File: src/epwd_pkg.sv
package epwd_pkg;

  // ------------------------------------------------------------------
  // Widths
  // ------------------------------------------------------------------
  localparam int unsigned APB_AW = 8;
  localparam int unsigned PA_W = 52;
  localparam int unsigned ENTRY_W = 64;
  localparam int unsigned VA_W = 64;
  localparam int unsigned VA_IMPL_BITS = 48;

  // ------------------------------------------------------------------
  // Register offsets
  // ------------------------------------------------------------------
  localparam logic [7:0] OFS_CTRL = 8'h00;
  localparam logic [7:0] OFS_ROOT_LO = 8'h04;
  localparam logic [7:0] OFS_ROOT_HI = 8'h08;
  localparam logic [7:0] OFS_VA_LO = 8'h0c;
  localparam logic [7:0] OFS_VA_HI = 8'h10;
  localparam logic [7:0] OFS_CMD = 8'h14;
  localparam logic [7:0] OFS_STATUS = 8'h18;
  localparam logic [7:0] OFS_PA_LO = 8'h1c;
  localparam logic [7:0] OFS_PA_HI = 8'h20;

  // ------------------------------------------------------------------
  // Field positions
  // ------------------------------------------------------------------
  localparam int unsigned CTRL_EXT_EN = 0;
  localparam int unsigned CTRL_LPE_EN = 1;
  localparam int unsigned CTRL_LONG_REQ = 2;
  localparam int unsigned CTRL_STACK_REF = 3;
  localparam int unsigned CMD_START = 0;
  localparam int unsigned ENT_PRESENT = 0;
  localparam int unsigned ENT_RW = 1;
  localparam int unsigned ENT_US = 2;
  localparam int unsigned ENT_SIZE_SEL = 7;
  localparam int unsigned ENT_NO_EXEC = 63;

  // ------------------------------------------------------------------
  // Must-be-zero masks per entry kind
  // ------------------------------------------------------------------
  localparam logic [63:0] ZERO_LEG_PTR = 64'hfff0_0000_0000_01e6;
  localparam logic [63:0] ZERO_LEG_TBL = 64'h7ff0_0000_0000_0000;
  localparam logic [63:0] ZERO_LEG_2M = 64'h7ff0_0000_001f_e000;
  localparam logic [63:0] ZERO_LM_TOP = 64'h0000_0000_0000_0180;
  localparam logic [63:0] ZERO_LM_PTR = 64'h0000_0000_0000_0080;
  localparam logic [63:0] ZERO_LM_2M = 64'h0000_0000_001f_e000;
  localparam logic [63:0] ZERO_LM_1G = 64'h0000_0000_3fff_e000;

  // ------------------------------------------------------------------
  // Enumerations
  // ------------------------------------------------------------------
  typedef enum logic [2:0] {
    EPWD_IDLE = 3'b000,
    EPWD_TOP = 3'b001,
    EPWD_PTR = 3'b010,
    EPWD_DIR = 3'b011,
    EPWD_FINAL = 3'b100
  } epwd_walk_t;

  typedef enum logic [2:0] {
    FLT_NONE = 3'b000,
    FLT_GEN_PROT = 3'b001,
    FLT_SS = 3'b010,
    FLT_PF_NP = 3'b011,
    FLT_PF_RSVD = 3'b100,
    FLT_NOT_EN = 3'b101
  } epwd_fault_t;

  typedef enum logic [1:0] {
    SZ_4K = 2'b00,
    SZ_2M = 2'b01,
    SZ_1G = 2'b10
  } epwd_size_t;

endpackage

File: src/epwd_canon_check.sv
`timescale 1ns/10ps
module epwd_canon_check #(
  parameter int unsigned VA_BITS = 48
) (
  // Address under test
  input wire logic [63:0] va,
  // Result
  output logic canonical
);
  import epwd_pkg::*;

  // All bits from the top implemented bit through bit 63 must agree. [RULE11]
  assign canonical = (&va[63:VA_BITS-1]) | ~(|va[63:VA_BITS-1]);
endmodule

File: src/epwd_walker.sv
// Register access over APB and the address map were decided locally.
`timescale 1ns/10ps
// Contract
// RULE1: Legacy 2M: VA 31:30 picks pointer entry.
// RULE2: Legacy 2M: VA 29:21 indexes directory.
// RULE3: 2M offset is VA 20:0 unchanged.
// RULE4: 2M translation stops at directory level.
// RULE5: Directory size-select bit set maps 2M.
// RULE6: Long mode without extension raises protection fault.
// RULE7: 64-bit entries, up to 52-bit physical.
// RULE8: Long walk starts at top-level map table.
// RULE9: Long mode: size bit decides, ignore legacy enable.
// RULE10: Pointer entry size bit maps 1G page.
// RULE11: Canonical means top bits all equal.
// RULE12: Non-canonical gives protection fault, or stack fault.
// RULE13: Long-mode pointer entry control bits honoured.
// RULE14: Legacy 4K: VA 20:12 indexes final table.
// RULE15: Extended paging only while enable set.
// RULE16: Set must-be-zero bit gives reserved fault.
// RULE17: Software clears must-be-zero fields first.
module epwd_walker #(
  parameter bit GIG_PAGES = 1'b1,
  parameter int unsigned VA_BITS = epwd_pkg::VA_IMPL_BITS
) (
  // Clock and reset
  input wire logic pclk,
  input wire logic presetn,
  // APB slave
  input wire logic [epwd_pkg::APB_AW-1:0] paddr,
  input wire logic psel,
  input wire logic penable,
  input wire logic pwrite,
  input wire logic [31:0] pwdata,
  output logic [31:0] prdata,
  output logic pready,
  output logic pslverr,
  // Table storage read port
  output logic tbl_req,
  output logic [epwd_pkg::PA_W-1:0] tbl_addr,
  input wire logic tbl_ack,
  input wire logic [epwd_pkg::ENTRY_W-1:0] tbl_rdata
);
  import epwd_pkg::*;

  // ------------------------------------------------------------------
  // State
  // ------------------------------------------------------------------
  typedef struct packed {
    epwd_walk_t walk;
    logic ext_en;
    logic lpe_en;
    logic long_req;
    logic stack_ref;
    logic lm_active;
    logic [PA_W-1:0] root;
    logic [63:0] va;
    logic [PA_W-1:0] pa;
    epwd_size_t size;
    epwd_fault_t fault;
    logic done;
    logic wr_ok;
    logic usr_ok;
    logic no_exec;
    logic req;
    logic [PA_W-1:0] addr;
    logic [31:0] rdata;
    logic slverr;
  } epwd_state_t;

  epwd_state_t st_q;
  epwd_state_t st_d;
  logic canonical;
  logic setup;
  logic access_wr;
  logic start;
  logic ack;
  logic [63:0] zero_mask;
  logic [63:0] ent;
  logic leaf_2m;
  logic leaf_1g;

  epwd_canon_check #(
    .VA_BITS(VA_BITS)
  ) epwd_canon_check_inst (
    .va(st_q.va),
    .canonical(canonical)
  );

  assign setup = psel & ~penable;
  assign access_wr = psel & penable & pwrite;
  assign start = access_wr && paddr == OFS_CMD && pwdata[CMD_START] && st_q.walk == EPWD_IDLE;
  assign ack = tbl_ack && st_q.req && st_q.walk != EPWD_IDLE;
  assign ent = tbl_rdata;
  // The legacy size-extension enable plays no part in either mode here. [RULE9]
  assign leaf_2m = st_q.walk == EPWD_DIR && ent[ENT_SIZE_SEL]; // [RULE5]
  assign leaf_1g = GIG_PAGES && st_q.lm_active && st_q.walk == EPWD_PTR && ent[ENT_SIZE_SEL]; // [RULE10]

  // ------------------------------------------------------------------
  // Must-be-zero selection
  // ------------------------------------------------------------------
  always_comb begin
    case (st_q.walk)
      EPWD_TOP: zero_mask = ZERO_LM_TOP;
      EPWD_PTR: zero_mask = !st_q.lm_active ? ZERO_LEG_PTR :
                            (leaf_1g ? ZERO_LM_1G : (GIG_PAGES ? 64'h0 : ZERO_LM_PTR));
      EPWD_DIR: zero_mask = st_q.lm_active ? (leaf_2m ? ZERO_LM_2M : 64'h0) :
                            (leaf_2m ? ZERO_LEG_2M : ZERO_LEG_TBL);
      EPWD_FINAL: zero_mask = st_q.lm_active ? 64'h0 : ZERO_LEG_TBL;
      default: zero_mask = 64'h0;
    endcase
  end

  // ------------------------------------------------------------------
  // Next state
  // ------------------------------------------------------------------
  always_comb begin
    st_d = st_q;
    // Read data is captured in the setup phase so the zero-wait access phase sees a flop.
    if (setup) begin
      st_d.slverr = 1'b0;
      case (paddr)
        OFS_CTRL: st_d.rdata = {28'h0, st_q.stack_ref, st_q.long_req, st_q.lpe_en, st_q.ext_en};
        OFS_ROOT_LO: st_d.rdata = st_q.root[31:0];
        OFS_ROOT_HI: st_d.rdata = {12'h0, st_q.root[PA_W-1:32]};
        OFS_VA_LO: st_d.rdata = st_q.va[31:0];
        OFS_VA_HI: st_d.rdata = st_q.va[63:32];
        OFS_CMD: st_d.rdata = 32'h0;
        OFS_STATUS: st_d.rdata = {21'h0, st_q.no_exec, st_q.usr_ok, st_q.wr_ok, st_q.size, st_q.lm_active,
                                  st_q.fault, st_q.done, st_q.walk != EPWD_IDLE};
        OFS_PA_LO: st_d.rdata = st_q.pa[31:0];
        OFS_PA_HI: st_d.rdata = {12'h0, st_q.pa[PA_W-1:32]};
        default: begin
          st_d.rdata = 32'h0;
          st_d.slverr = 1'b1;
        end
      endcase
    end
    if (access_wr) begin
      case (paddr)
        OFS_CTRL: begin
          st_d.ext_en = pwdata[CTRL_EXT_EN];
          st_d.lpe_en = pwdata[CTRL_LPE_EN];
          st_d.stack_ref = pwdata[CTRL_STACK_REF];
          // Long mode is refused while the extension is off. [RULE6] [RULE15]
          if (pwdata[CTRL_LONG_REQ] && !pwdata[CTRL_EXT_EN]) begin
            st_d.long_req = 1'b0;
            st_d.lm_active = 1'b0;
            st_d.fault = FLT_GEN_PROT;
          end else begin
            st_d.long_req = pwdata[CTRL_LONG_REQ];
            st_d.lm_active = pwdata[CTRL_LONG_REQ];
          end
        end
        OFS_ROOT_LO: st_d.root[31:0] = pwdata;
        OFS_ROOT_HI: st_d.root[PA_W-1:32] = pwdata[PA_W-33:0];
        OFS_VA_LO: st_d.va[31:0] = pwdata;
        OFS_VA_HI: st_d.va[63:32] = pwdata;
        default: ;
      endcase
    end
    if (start) begin
      st_d.done = 1'b0;
      st_d.fault = FLT_NONE;
      st_d.wr_ok = 1'b1;
      st_d.usr_ok = 1'b1;
      st_d.no_exec = 1'b0;
      st_d.size = SZ_4K;
      if (!st_q.ext_en) begin
        st_d.fault = FLT_NOT_EN; // [RULE15]
        st_d.done = 1'b1;
      end else if (st_q.lm_active && !canonical) begin
        st_d.fault = st_q.stack_ref ? FLT_SS : FLT_GEN_PROT; // [RULE12]
        st_d.done = 1'b1;
      end else if (st_q.lm_active) begin
        st_d.walk = EPWD_TOP; // [RULE8]
        st_d.req = 1'b1;
        st_d.addr = {st_q.root[PA_W-1:12], st_q.va[47:39], 3'b000};
      end else begin
        st_d.walk = EPWD_PTR;
        st_d.req = 1'b1;
        st_d.addr = {st_q.root[PA_W-1:5], st_q.va[31:30], 3'b000}; // [RULE1]
      end
    end
    // Each fetched entry is 64 bits and carries a 52-bit physical base. [RULE7]
    if (ack) begin
      st_d.req = 1'b0;
      if (!ent[ENT_PRESENT]) begin
        st_d.fault = FLT_PF_NP;
        st_d.walk = EPWD_IDLE;
        st_d.done = 1'b1;
      end else if (|(ent & zero_mask)) begin
        st_d.fault = FLT_PF_RSVD; // [RULE16]
        st_d.walk = EPWD_IDLE;
        st_d.done = 1'b1;
      end else begin
        // Legacy pointer entries lack these bits; long-mode ones carry them. [RULE13]
        if (st_q.lm_active || st_q.walk != EPWD_PTR) begin
          st_d.wr_ok = st_q.wr_ok & ent[ENT_RW];
          st_d.usr_ok = st_q.usr_ok & ent[ENT_US];
          st_d.no_exec = st_q.no_exec | ent[ENT_NO_EXEC];
        end
        case (st_q.walk)
          EPWD_TOP: begin
            st_d.walk = EPWD_PTR;
            st_d.req = 1'b1;
            st_d.addr = {ent[PA_W-1:12], st_q.va[38:30], 3'b000};
          end
          EPWD_PTR: begin
            if (leaf_1g) begin
              st_d.walk = EPWD_IDLE;
              st_d.size = SZ_1G;
              st_d.pa = {ent[PA_W-1:30], st_q.va[29:0]};
              st_d.done = 1'b1;
            end else begin
              st_d.walk = EPWD_DIR;
              st_d.req = 1'b1;
              st_d.addr = {ent[PA_W-1:12], st_q.va[29:21], 3'b000}; // [RULE2]
            end
          end
          EPWD_DIR: begin
            if (leaf_2m) begin
              // No final-level fetch for a large page. [RULE4]
              st_d.walk = EPWD_IDLE;
              st_d.size = SZ_2M;
              st_d.pa = {ent[PA_W-1:21], st_q.va[20:0]}; // [RULE3]
              st_d.done = 1'b1;
            end else begin
              st_d.walk = EPWD_FINAL;
              st_d.req = 1'b1;
              st_d.addr = {ent[PA_W-1:12], st_q.va[20:12], 3'b000}; // [RULE14]
            end
          end
          EPWD_FINAL: begin
            st_d.walk = EPWD_IDLE;
            st_d.pa = {ent[PA_W-1:12], st_q.va[11:0]};
            st_d.done = 1'b1;
          end
          default: st_d.walk = EPWD_IDLE;
        endcase
      end
    end
  end

  always_ff @(posedge pclk or negedge presetn) begin
    if (!presetn) begin
      st_q <= '0;
    end else begin
      st_q <= st_d;
    end
  end

  // ------------------------------------------------------------------
  // Outputs
  // ------------------------------------------------------------------
  assign pready = 1'b1;
  assign prdata = st_q.rdata;
  assign pslverr = st_q.slverr;
  assign tbl_req = st_q.req;
  assign tbl_addr = st_q.addr;
endmodule

File: config.mk
export PLATFORM = sky130hd
export DESIGN_NAME = epwd_walker
export DESIGN_NICKNAME = d
export VERILOG_FILES = /design/src/epwd_pkg.sv /design/src/epwd_canon_check.sv /design/src/epwd_walker.sv
export SDC_FILE = /design/constraint.sdc
export NUM_CORES = 1
export LEC_CHECK = 0
export ABC_CLOCK_PERIOD_IN_PS = 2600
export BUFFER_PORTS_ARGS = -buffer_cell sky130_fd_sc_hd__buf_2
export CORE_ASPECT_RATIO = 1.5
export CORE_MARGIN = 5
export CORE_UTILIZATION = 57
export DETAILED_ROUTE_END_ITERATION = 16
export GPL_TIMING_DRIVEN = 1
export PLACE_DENSITY = 0.77
export SLEW_MARGIN = 20
export SYNTH_ARGS = -nofsm -noshare
export SYNTH_HDL_FRONTEND = slang
export SYNTH_SLANG_ARGS = --single-unit
File: constraint.sdc
create_clock -name pclk -period 2.6 [get_ports pclk]
set_input_delay 0.13 -clock pclk [delete_from_list [all_inputs] [get_ports pclk]]
set_output_delay 0.13 -clock pclk [all_outputs]
set_load 0.005 [all_outputs]
==> results of run 1 <==
[logic make-up (layout without fill, tap and decap cells)]
kind of cell	after synthesis	count (layout)	synth area share, %
and+or+nand+nor	284	284	10.3
AOI/OAI and AO/OA	274	274	15.7
muxes	156	156	13.6
buffers and inverters	167	369	7.82
DFF	270	270	52.5
other	1	4	0.0291
[worst paths after layout]
check	cells after the start	end	startpoint	slack, ns
max in group asynchronous	3	st_q[157]$_DFFE_PN0P_	presetn	1.58
min in group asynchronous	2	tbl_addr[35]$_DFF_PN0_	presetn	0.19
worst min register to register	2	st_q[120]$_DFFE_PN0P_	st_q[120]$_DFFE_PN0P_	0.48
worst max-delay path	7	st_q[135]$_DFFE_PN0P_	st_q[268]$_DFFE_PN0P_	0.17
worst max register to register	7	st_q[135]$_DFFE_PN0P_	st_q[268]$_DFFE_PN0P_	0.17
worst min-delay path	3	pslverr$_DFFE_PN0P_	paddr[6]	0.03
[state kept, by name, indices dropped and copies added (netlist names)]
register and count:
tbl_req 1, st_q 184, tbl_addr 52, pslverr 1, prdata 32
[metal layers]
layer / part of all wire, % / up-vias / global-route usage (%)
met3: 6.3 / 116 / 3.71
met2: 51 / 488 / 50.7
li1: - / 4541 / -
met1: 38 / 5185 / 36.8
met5: 0 / - / 0
met4: 4.5 / 0 / 12.9
[worst max-delay path, delay by kind of cell (launching register included)]
kind | cells | cell delay (ns)
buffers and inverters | 2 | 0.39
AO/OA/AOI/OAI | 3 | 0.98
multiplexers | 1 | 0.30
AND/OR/NAND/NOR | 1 | 0.17
flip-flops | 1 | 0.43
[synth_stat cells (all sizes together) (3+ instances only)]
master | count | area share [%]
dfrtp | 270 | 52
mux2 | 156 | 14
buf | 122 | 6.5
nand2 | 113 | 3.3
nor2 | 83 | 2.4
a22oi | 75 | 4.4
a31oi | 64 | 3.1
clkbuf | 44 | 1.3
o21ai | 25 | 0.97
a222oi | 21 | 1.6
nor4 | 16 | 1.0
a22o | 15 | 1.0
a21oi | 13 | 0.59
nor2b | 13 | 0.63
o21a | 13 | 0.76
o2111ai | 12 | 0.82
and3 | 11 | 0.53
a211oi | 10 | 0.58
o32ai | 10 | 0.68
nand3 | 9 | 0.35
nor3 | 8 | 0.31
and2 | 6 | 0.29
nand4 | 6 | 0.29
nand2b | 4 | 0.19
nor3b | 3 | 0.17
or3 | 3 | 0.15
or4b | 3 | 0.26
[metrics by stage]
stage / instances / total power (W) / area (sq um)
floorplan: 1152 / 0.00463 / 12900
global placement: 1505 / 0.00489 / 13700
detailed placement: 1505 / 0.00490 / 13700
CTS: 1630 / 0.00875 / 15400
global route: 1632 / 0.00898 / 15400
finish: 1633 / 0.00872 / 15400
[what timing repair did]
item                      in CTS  in global routing
hold endpoints to repair     280                  0
hold buffers                  77                  0
setup buffers                  0                  0
[power groups by stage]
| stage | Sequential [W] | Combinational, W | Clock [W] |
|---|---|---|---|
| 3_3_place_gp | 0.00443 | 0.000464 | 0 |
| 2_1_floorplan | 0.00441 | 0.000223 | 0 |
| 4_1_cts | 0.00435 | 0.000567 | 0.00383 |
| 5_1_grt | 0.00436 | 0.000623 | 0.00400 |
| 6_report | 0.00435 | 0.000570 | 0.00379 |
| 3_5_place_dp | 0.00443 | 0.000475 | 0 |
[final cells by class]
type,instances,share of cell area (%)
tap,276,2.25
clock buffer,40,5.10
antenna,3,0.0488
inverter,1,0.0244
multi-input combinational,715,33.5
clock inverter,8,0.488
timing repair buffer,320,14.7
sequential,270,44.0
==> out/qor.csv, run 1 <==
stage;metric;value;unit
critical_path;CP Max Fanout;32;
sta;Pins Over Slew Limit;0;
final_layout;leading cell types in the layout, fill and taps excluded;dfrtp_1 (270), buf_2 (189), mux2_2 (156);
clock_tree;Num Clock Sinks;270;
yosys;Cells after Synth;1152;
die;chip width;133;um
power_and_ir_drop;Sw Pwr;0.00198;W
sta;Worst Slack Setup Final;0.171;ns
die;core area;0.0223;sq mm
grt;antenna violations before repair;2;
grt;global route overflow;0;
die;die area;0.0257;sq mm
placement;Post-DP HPWL;25.8;mm
clock_tree;CTS Buf Count;26;
yosys;synth warn;0;
final_layout;share of layout cells above drive strength 1;33.5;%
sta;Hold Fails Final Rpt;0;
die;initial core utilization;57.7;%
power_and_ir_drop;combinational share of power;6.5;%
final_layout;final core occ;68.9;%
final_layout;most common cell after layout, fill and taps aside;dfrtp_1;
critical_path;Worst Path Arrival;2.83;ns
final_layout;Fill cells;1664;
critical_path;Crit path largest cell delay;0.59;ns
critical_path;Req. time, crit path;3.00;ns
grt;first-pass GRT wire length;60.0;mm
clock_tree;Resized Gates After CTS;0;
yosys;Post-Syn Area;0.0129;sq mm
final_layout;area of the multi-input gates;0.00514;sq mm
clock_tree;CTS H-tree depth;1;
final_layout;Area Overhead vs Synth;19.4;%
placement;GP Congestion;0.938;
grt;largest net degree at the start of global routing;87;
grt;gr usage total;29.3;%
sta;worst hold slack;0.0311;ns
critical_path;critical-path cell list;buf_4 -> o21a_1 -> and2_1 -> a221oi_2 -> o211ai_4 -> buf_12 -> mux2_2;
job;total of max-cap violations;0;
critical_path;Crit. End Element;register;
yosys;Synth Area per Inst;11.2;sq um
sta;worst-margin pin slew;0.687;ns
clock_tree;Clk pin slew, worst setup/hold paths;0.07;ns
power_and_ir_drop;PwrDens;567;mW/mm^2
outcome;status;complete, no violations;
sta;fmax;412;MHz
sta;Final Cycle Share;93.4;%
sta;Final setup viols;0;
routing;WL final;38.2;mm
placement;pre-CTS setup slack;0.232;ns
routing;post-route ant nets;0;
power_and_ir_drop;sequential share of power;49.9;%
yosys;Post-synth EDFFs;0;
power_and_ir_drop;Leak Pwr;7.29;nW
clock_tree;Clock Path Buffers;3;
yosys;share of the yosys chip area belonging to registers;52.5;%
placement;PortBufs;190;
critical_path;crit path kind;register to register;
final_layout;nets@finish;1444;
routing;Post-route DRC;0;
yosys;library cells used by synthesis;55;
routing;Initial DRC Count;976;
die;site row count;67;
yosys;syn_nets;1262;
routing;DR pass1 iterations;6;
worst_hold_path;Hold WC Path Type;input pin to register;
yosys;Yosys reg bits;270;
critical_path;Startpoint Class;register;
sta;fin crit period;2.43;ns
power_and_ir_drop;clock group share of total power;43.5;%
yosys;predominant post-synthesis flop cell;dfrtp_1;
routing;WL/cell;23.4;um
routing;drt via density;6.33;
power_and_ir_drop;fraction of power spent switching nets;22.7;%
routing;vias;10300;
power_and_ir_drop;cell internal pwr;0.00673;W
clock_tree;clk_lat worst skew;0.53;ns
sta;RSZ-0062 raised after global routing;false;
critical_path;CP max stage cell;a221oi_2;
grt;vias in the first global route;10800;
power_and_ir_drop;Peak VDD IR;453;uV
sta;clock skew;0.0174;ns
sta;setup_tns;0;ns
die;die height;194;um
sta;Relative slew margins;54.2;%
clock_tree;CTS tree;done;
clock_tree;Root Buffer;clkbuf_16;
final_layout;FF/Latch Area;0.00676;sq mm
die;Ports;197;
yosys;ys async rst share;100;%
(Power assumes the default switching activity.)
==> inputs of run 2 (changes only) <==
--- a/config.mk
+++ b/config.mk
@@ -12,7 +12,7 @@
 export CORE_UTILIZATION = 57
 export DETAILED_ROUTE_END_ITERATION = 16
 export GPL_TIMING_DRIVEN = 1
-export PLACE_DENSITY = 0.77
+export PLACE_DENSITY = 0.82
 export SLEW_MARGIN = 20
 export SYNTH_ARGS = -nofsm -noshare
 export SYNTH_HDL_FRONTEND = slang
==> run 2 against run 1 <==
Die area unchanged. Non-clock buffer count increased by 1. Wire length increased by 2.3%. Clock power increased by 14%. Sequential power about the same. Critical path depth increased by 1. Cell count increased by 0.12%. Fmax decreased by 3.1%. Worst hold slack improved by 0.048 ns. Utilization increased by 0.65 points. Global-route usage increased by 0.67 points. Design area increased by 0.94%. Critical endpoint is now tbl_addr[7]$_DFF_PN0_.
==> out/qor.csv, run 2 (synthesis results as in run 1) <==
stage;metric;value;unit;change
power_and_ir_drop;combinational share of power;6.3;%;-0.2 points
final_layout;most common cell after layout, fill and taps aside;dfrtp_1;;
routing;Post-route DRC;0;;unchanged
final_layout;final core occ;69.6;%;+0.65 points
critical_path;crit path kind;register to register;;
clock_tree;Root Buffer;clkbuf_16;;
routing;Initial DRC Count;1041;;+6.7%
final_layout;Area Overhead vs Synth;20.5;%;
critical_path;Req. time, crit path;3.01;ns;about the same
power_and_ir_drop;Peak VDD IR;542;uV;+20%
clock_tree;CTS H-tree depth;1;;unchanged
critical_path;delay-heaviest family, CP;compound AO/OA/AOI/OAI gates;;
grt;gr usage total;30.0;%;+0.67 points
critical_path;crit path buf inv count;2;;unchanged
routing;WL final;39.1;mm;+2.3%
die;die area;0.0257;sq mm;unchanged
final_layout;final non-filler cell total;1635;;+0.12%
die;die height;194;um;unchanged
clock_tree;clk_lat worst skew;0.53;ns;about the same
grt;antenna violations before repair;6;;+4
sta;setup_tns;0;ns;unchanged
sta;Final Cycle Share;96.4;%;+2.9 points
final_layout;Reg with most FFs;st_q;;
critical_path;Worst Path Arrival;2.92;ns;+0.09 ns
die;site row count;67;;unchanged
die;initial core utilization;57.7;%;unchanged
critical_path;Crit path largest cell delay;0.43;ns;-0.16 ns
grt;first-pass GRT wire length;61.5;mm;+2.6%
clock_tree;Num Clock Sinks;270;;unchanged
sta;worst-margin pin slew;0.790;ns;+0.102 ns
routing;drt via density;6.43;;+1.6%
power_and_ir_drop;PwrDens;597;mW/mm^2;+5.3%
critical_path;CP Max Fanout;33;;+3.1%
critical_path;critical-path cell list;nor4_2 -> buf_4 -> nand4_1 -> o41a_1 -> a21oi_4 -> buf_12 -> nor2_1 -> o32ai_1;;
power_and_ir_drop;cell internal pwr;0.00719;W;+6.8%
clock_tree;CTS tree;done;;
power_and_ir_drop;fraction of power spent switching nets;22.3;%;-0.40 points
power_and_ir_drop;clock group share of total power;46.7;%;+3.2 points
die;chip width;133;um;unchanged
sta;clock skew;0.0110;ns;-0.00644 ns
sta;Pins Over Slew Limit;0;;unchanged
grt;global route overflow;0;;unchanged
sta;Hold Fails Final Rpt;0;;unchanged
die;Ports;197;;unchanged
die;core area;0.0223;sq mm;unchanged
final_layout;share of layout cells above drive strength 1;34.1;%;+0.54 points
placement;PortBufs;190;;unchanged
grt;largest net degree at the start of global routing;102;;+17%
critical_path;Reg2Reg Depth;8;;+1
clock_tree;Clock Path Buffers;3;;unchanged
routing;DR pass1 iterations;8;;+2
sta;Final setup viols;0;;unchanged
routing;post-route ant nets;0;;unchanged
clock_tree;Clk pin slew, worst setup/hold paths;0.07;ns;about the same
critical_path;CP max stage cell;o41a_1;;
routing;WL/cell;23.9;um;+2.1%
power_and_ir_drop;Sw Pwr;0.00207;W;+4.4%
placement;pre-CTS setup slack;0.155;ns;-0.0772 ns
routing;vias;10500;;+1.7%
critical_path;Crit. End Element;register;;
placement;Post-DP HPWL;26.4;mm;+2.2%
final_layout;Fill cells;1551;;-6.8%
placement;GP Congestion;0.913;;-2.7%
worst_hold_path;Hold Crit Depth;3;;unchanged
grt;vias in the first global route;11000;;+1.2%
final_layout;leading cell types in the layout, fill and taps excluded;dfrtp_1 (269), buf_2 (189), mux2_2 (156);;
final_layout;nets@finish;1444;;unchanged
sta;Worst Slack Setup Final;0.0944;ns;-0.0765 ns
job;total of max-cap violations;0;;unchanged
final_layout;number of flip-flops in the largest register;184;;unchanged
sta;Relative slew margins;47.3;%;-6.8 points
critical_path;Levels on crit path;8;;+1
outcome;status;complete, no violations;;
power_and_ir_drop;sequential share of power;47.0;%;-2.9 points
placement;placed insts;1503;;-0.13%
power_and_ir_drop;Leak Pwr;7.35;nW;+0.72%
worst_hold_path;Hold WC Path Type;input pin to register;;
sta;fmax;399;MHz;-3.1%
sta;fin crit period;2.51;ns;+0.0765 ns
clock_tree;CTS Buf Count;25;;-3.8%
critical_path;Startpoint Class;register;;
[run 2: cell types whose count changed in the layout (fill, tap and decap cells not counted), moves of 2 or more]
cell / delta
clkbuf_1: -6
clkbuf_16: -2
a211oi_1: -3
diode_2: +3
bufinv_16: +7
a211oi_2: +3
dlygate4sd3_1: +3
inv_6: +3
clkbuf_8: -4
[run 2: worst min-delay path, delay by kind of cell]
kind / cells / cell delay, ns
simple gates: 1 / 0.24
buf+inv: 1 / 0.11
compound gates: 1 / 0.08
[run 2: through the flow]
step | cell area [sq um] | hold slack [ns] | total power (W)
detailed placement | 13700 | 0.236 | 0.00491
CTS | 15500 | 0.0602 | 0.00927
global placement | 13700 | 0.230 | 0.00489
global route | 15500 | 0.0954 | 0.00951
finish | 15500 | 0.0786 | 0.00926
floorplan | 12900 | -0.166 | 0.00463
[run 2: power by group through the flow]
stage	clock (W)	sequential, W	combinational, W
after CTS	0.00434	0.00435	0.000582
after global routing	0.00451	0.00436	0.000641
after floorplan	0	0.00441	0.000223
after detailed placement	0	0.00443	0.000484
final	0.00432	0.00435	0.000586
after global placement	0	0.00442	0.000470
[run 2: final timing paths]
check | start | endpoint | slack [ns]
max in group asynchronous | presetn | st_q[157]$_DFFE_PN0P_ | 1.55
worst min-delay path | tbl_ack | tbl_req$_DFFE_PN0P_ | 0.08
worst max register to register | st_q[199]$_DFFE_PN0P_ | tbl_addr[7]$_DFF_PN0_ | 0.09
min in group asynchronous | presetn | tbl_addr[35]$_DFF_PN0_ | 0.24
worst min register to register | prdata[2]$_DFFE_PN0P_ | prdata[2]$_DFFE_PN0P_ | 0.49
worst max-delay path | st_q[199]$_DFFE_PN0P_ | tbl_addr[7]$_DFF_PN0_ | 0.09
[run 2: final cells by class]
class                      instances  area [sq um]  area share, %
sequential                       270          6760           43.6
multi-input combinational        715          5170           33.3
timing repair buffer             321          2260           14.5
clock buffer                      28           657           4.23
tap                              276           345           2.23
clock inverter                    18           314           2.02
antenna                            6          15.0         0.0968
inverter                           1          3.75         0.0242
[run 2: layer usage]
metal	track usage, %	vias to the layer above	wire [um]
met4	15.2	0	2020
met1	36.7	5201	14300
met2	51.0	606	19700
met5	0	-	0
li1	-	4561	-
met3	5.04	141	3130
[run 2: repair_timing]
action	in CTS	in global routing
endpoints found under the hold margin	296	0
endpoints found under the setup margin	0	17
resized for setup	0	5
hold buffers	80	0
buffers inserted	0	0
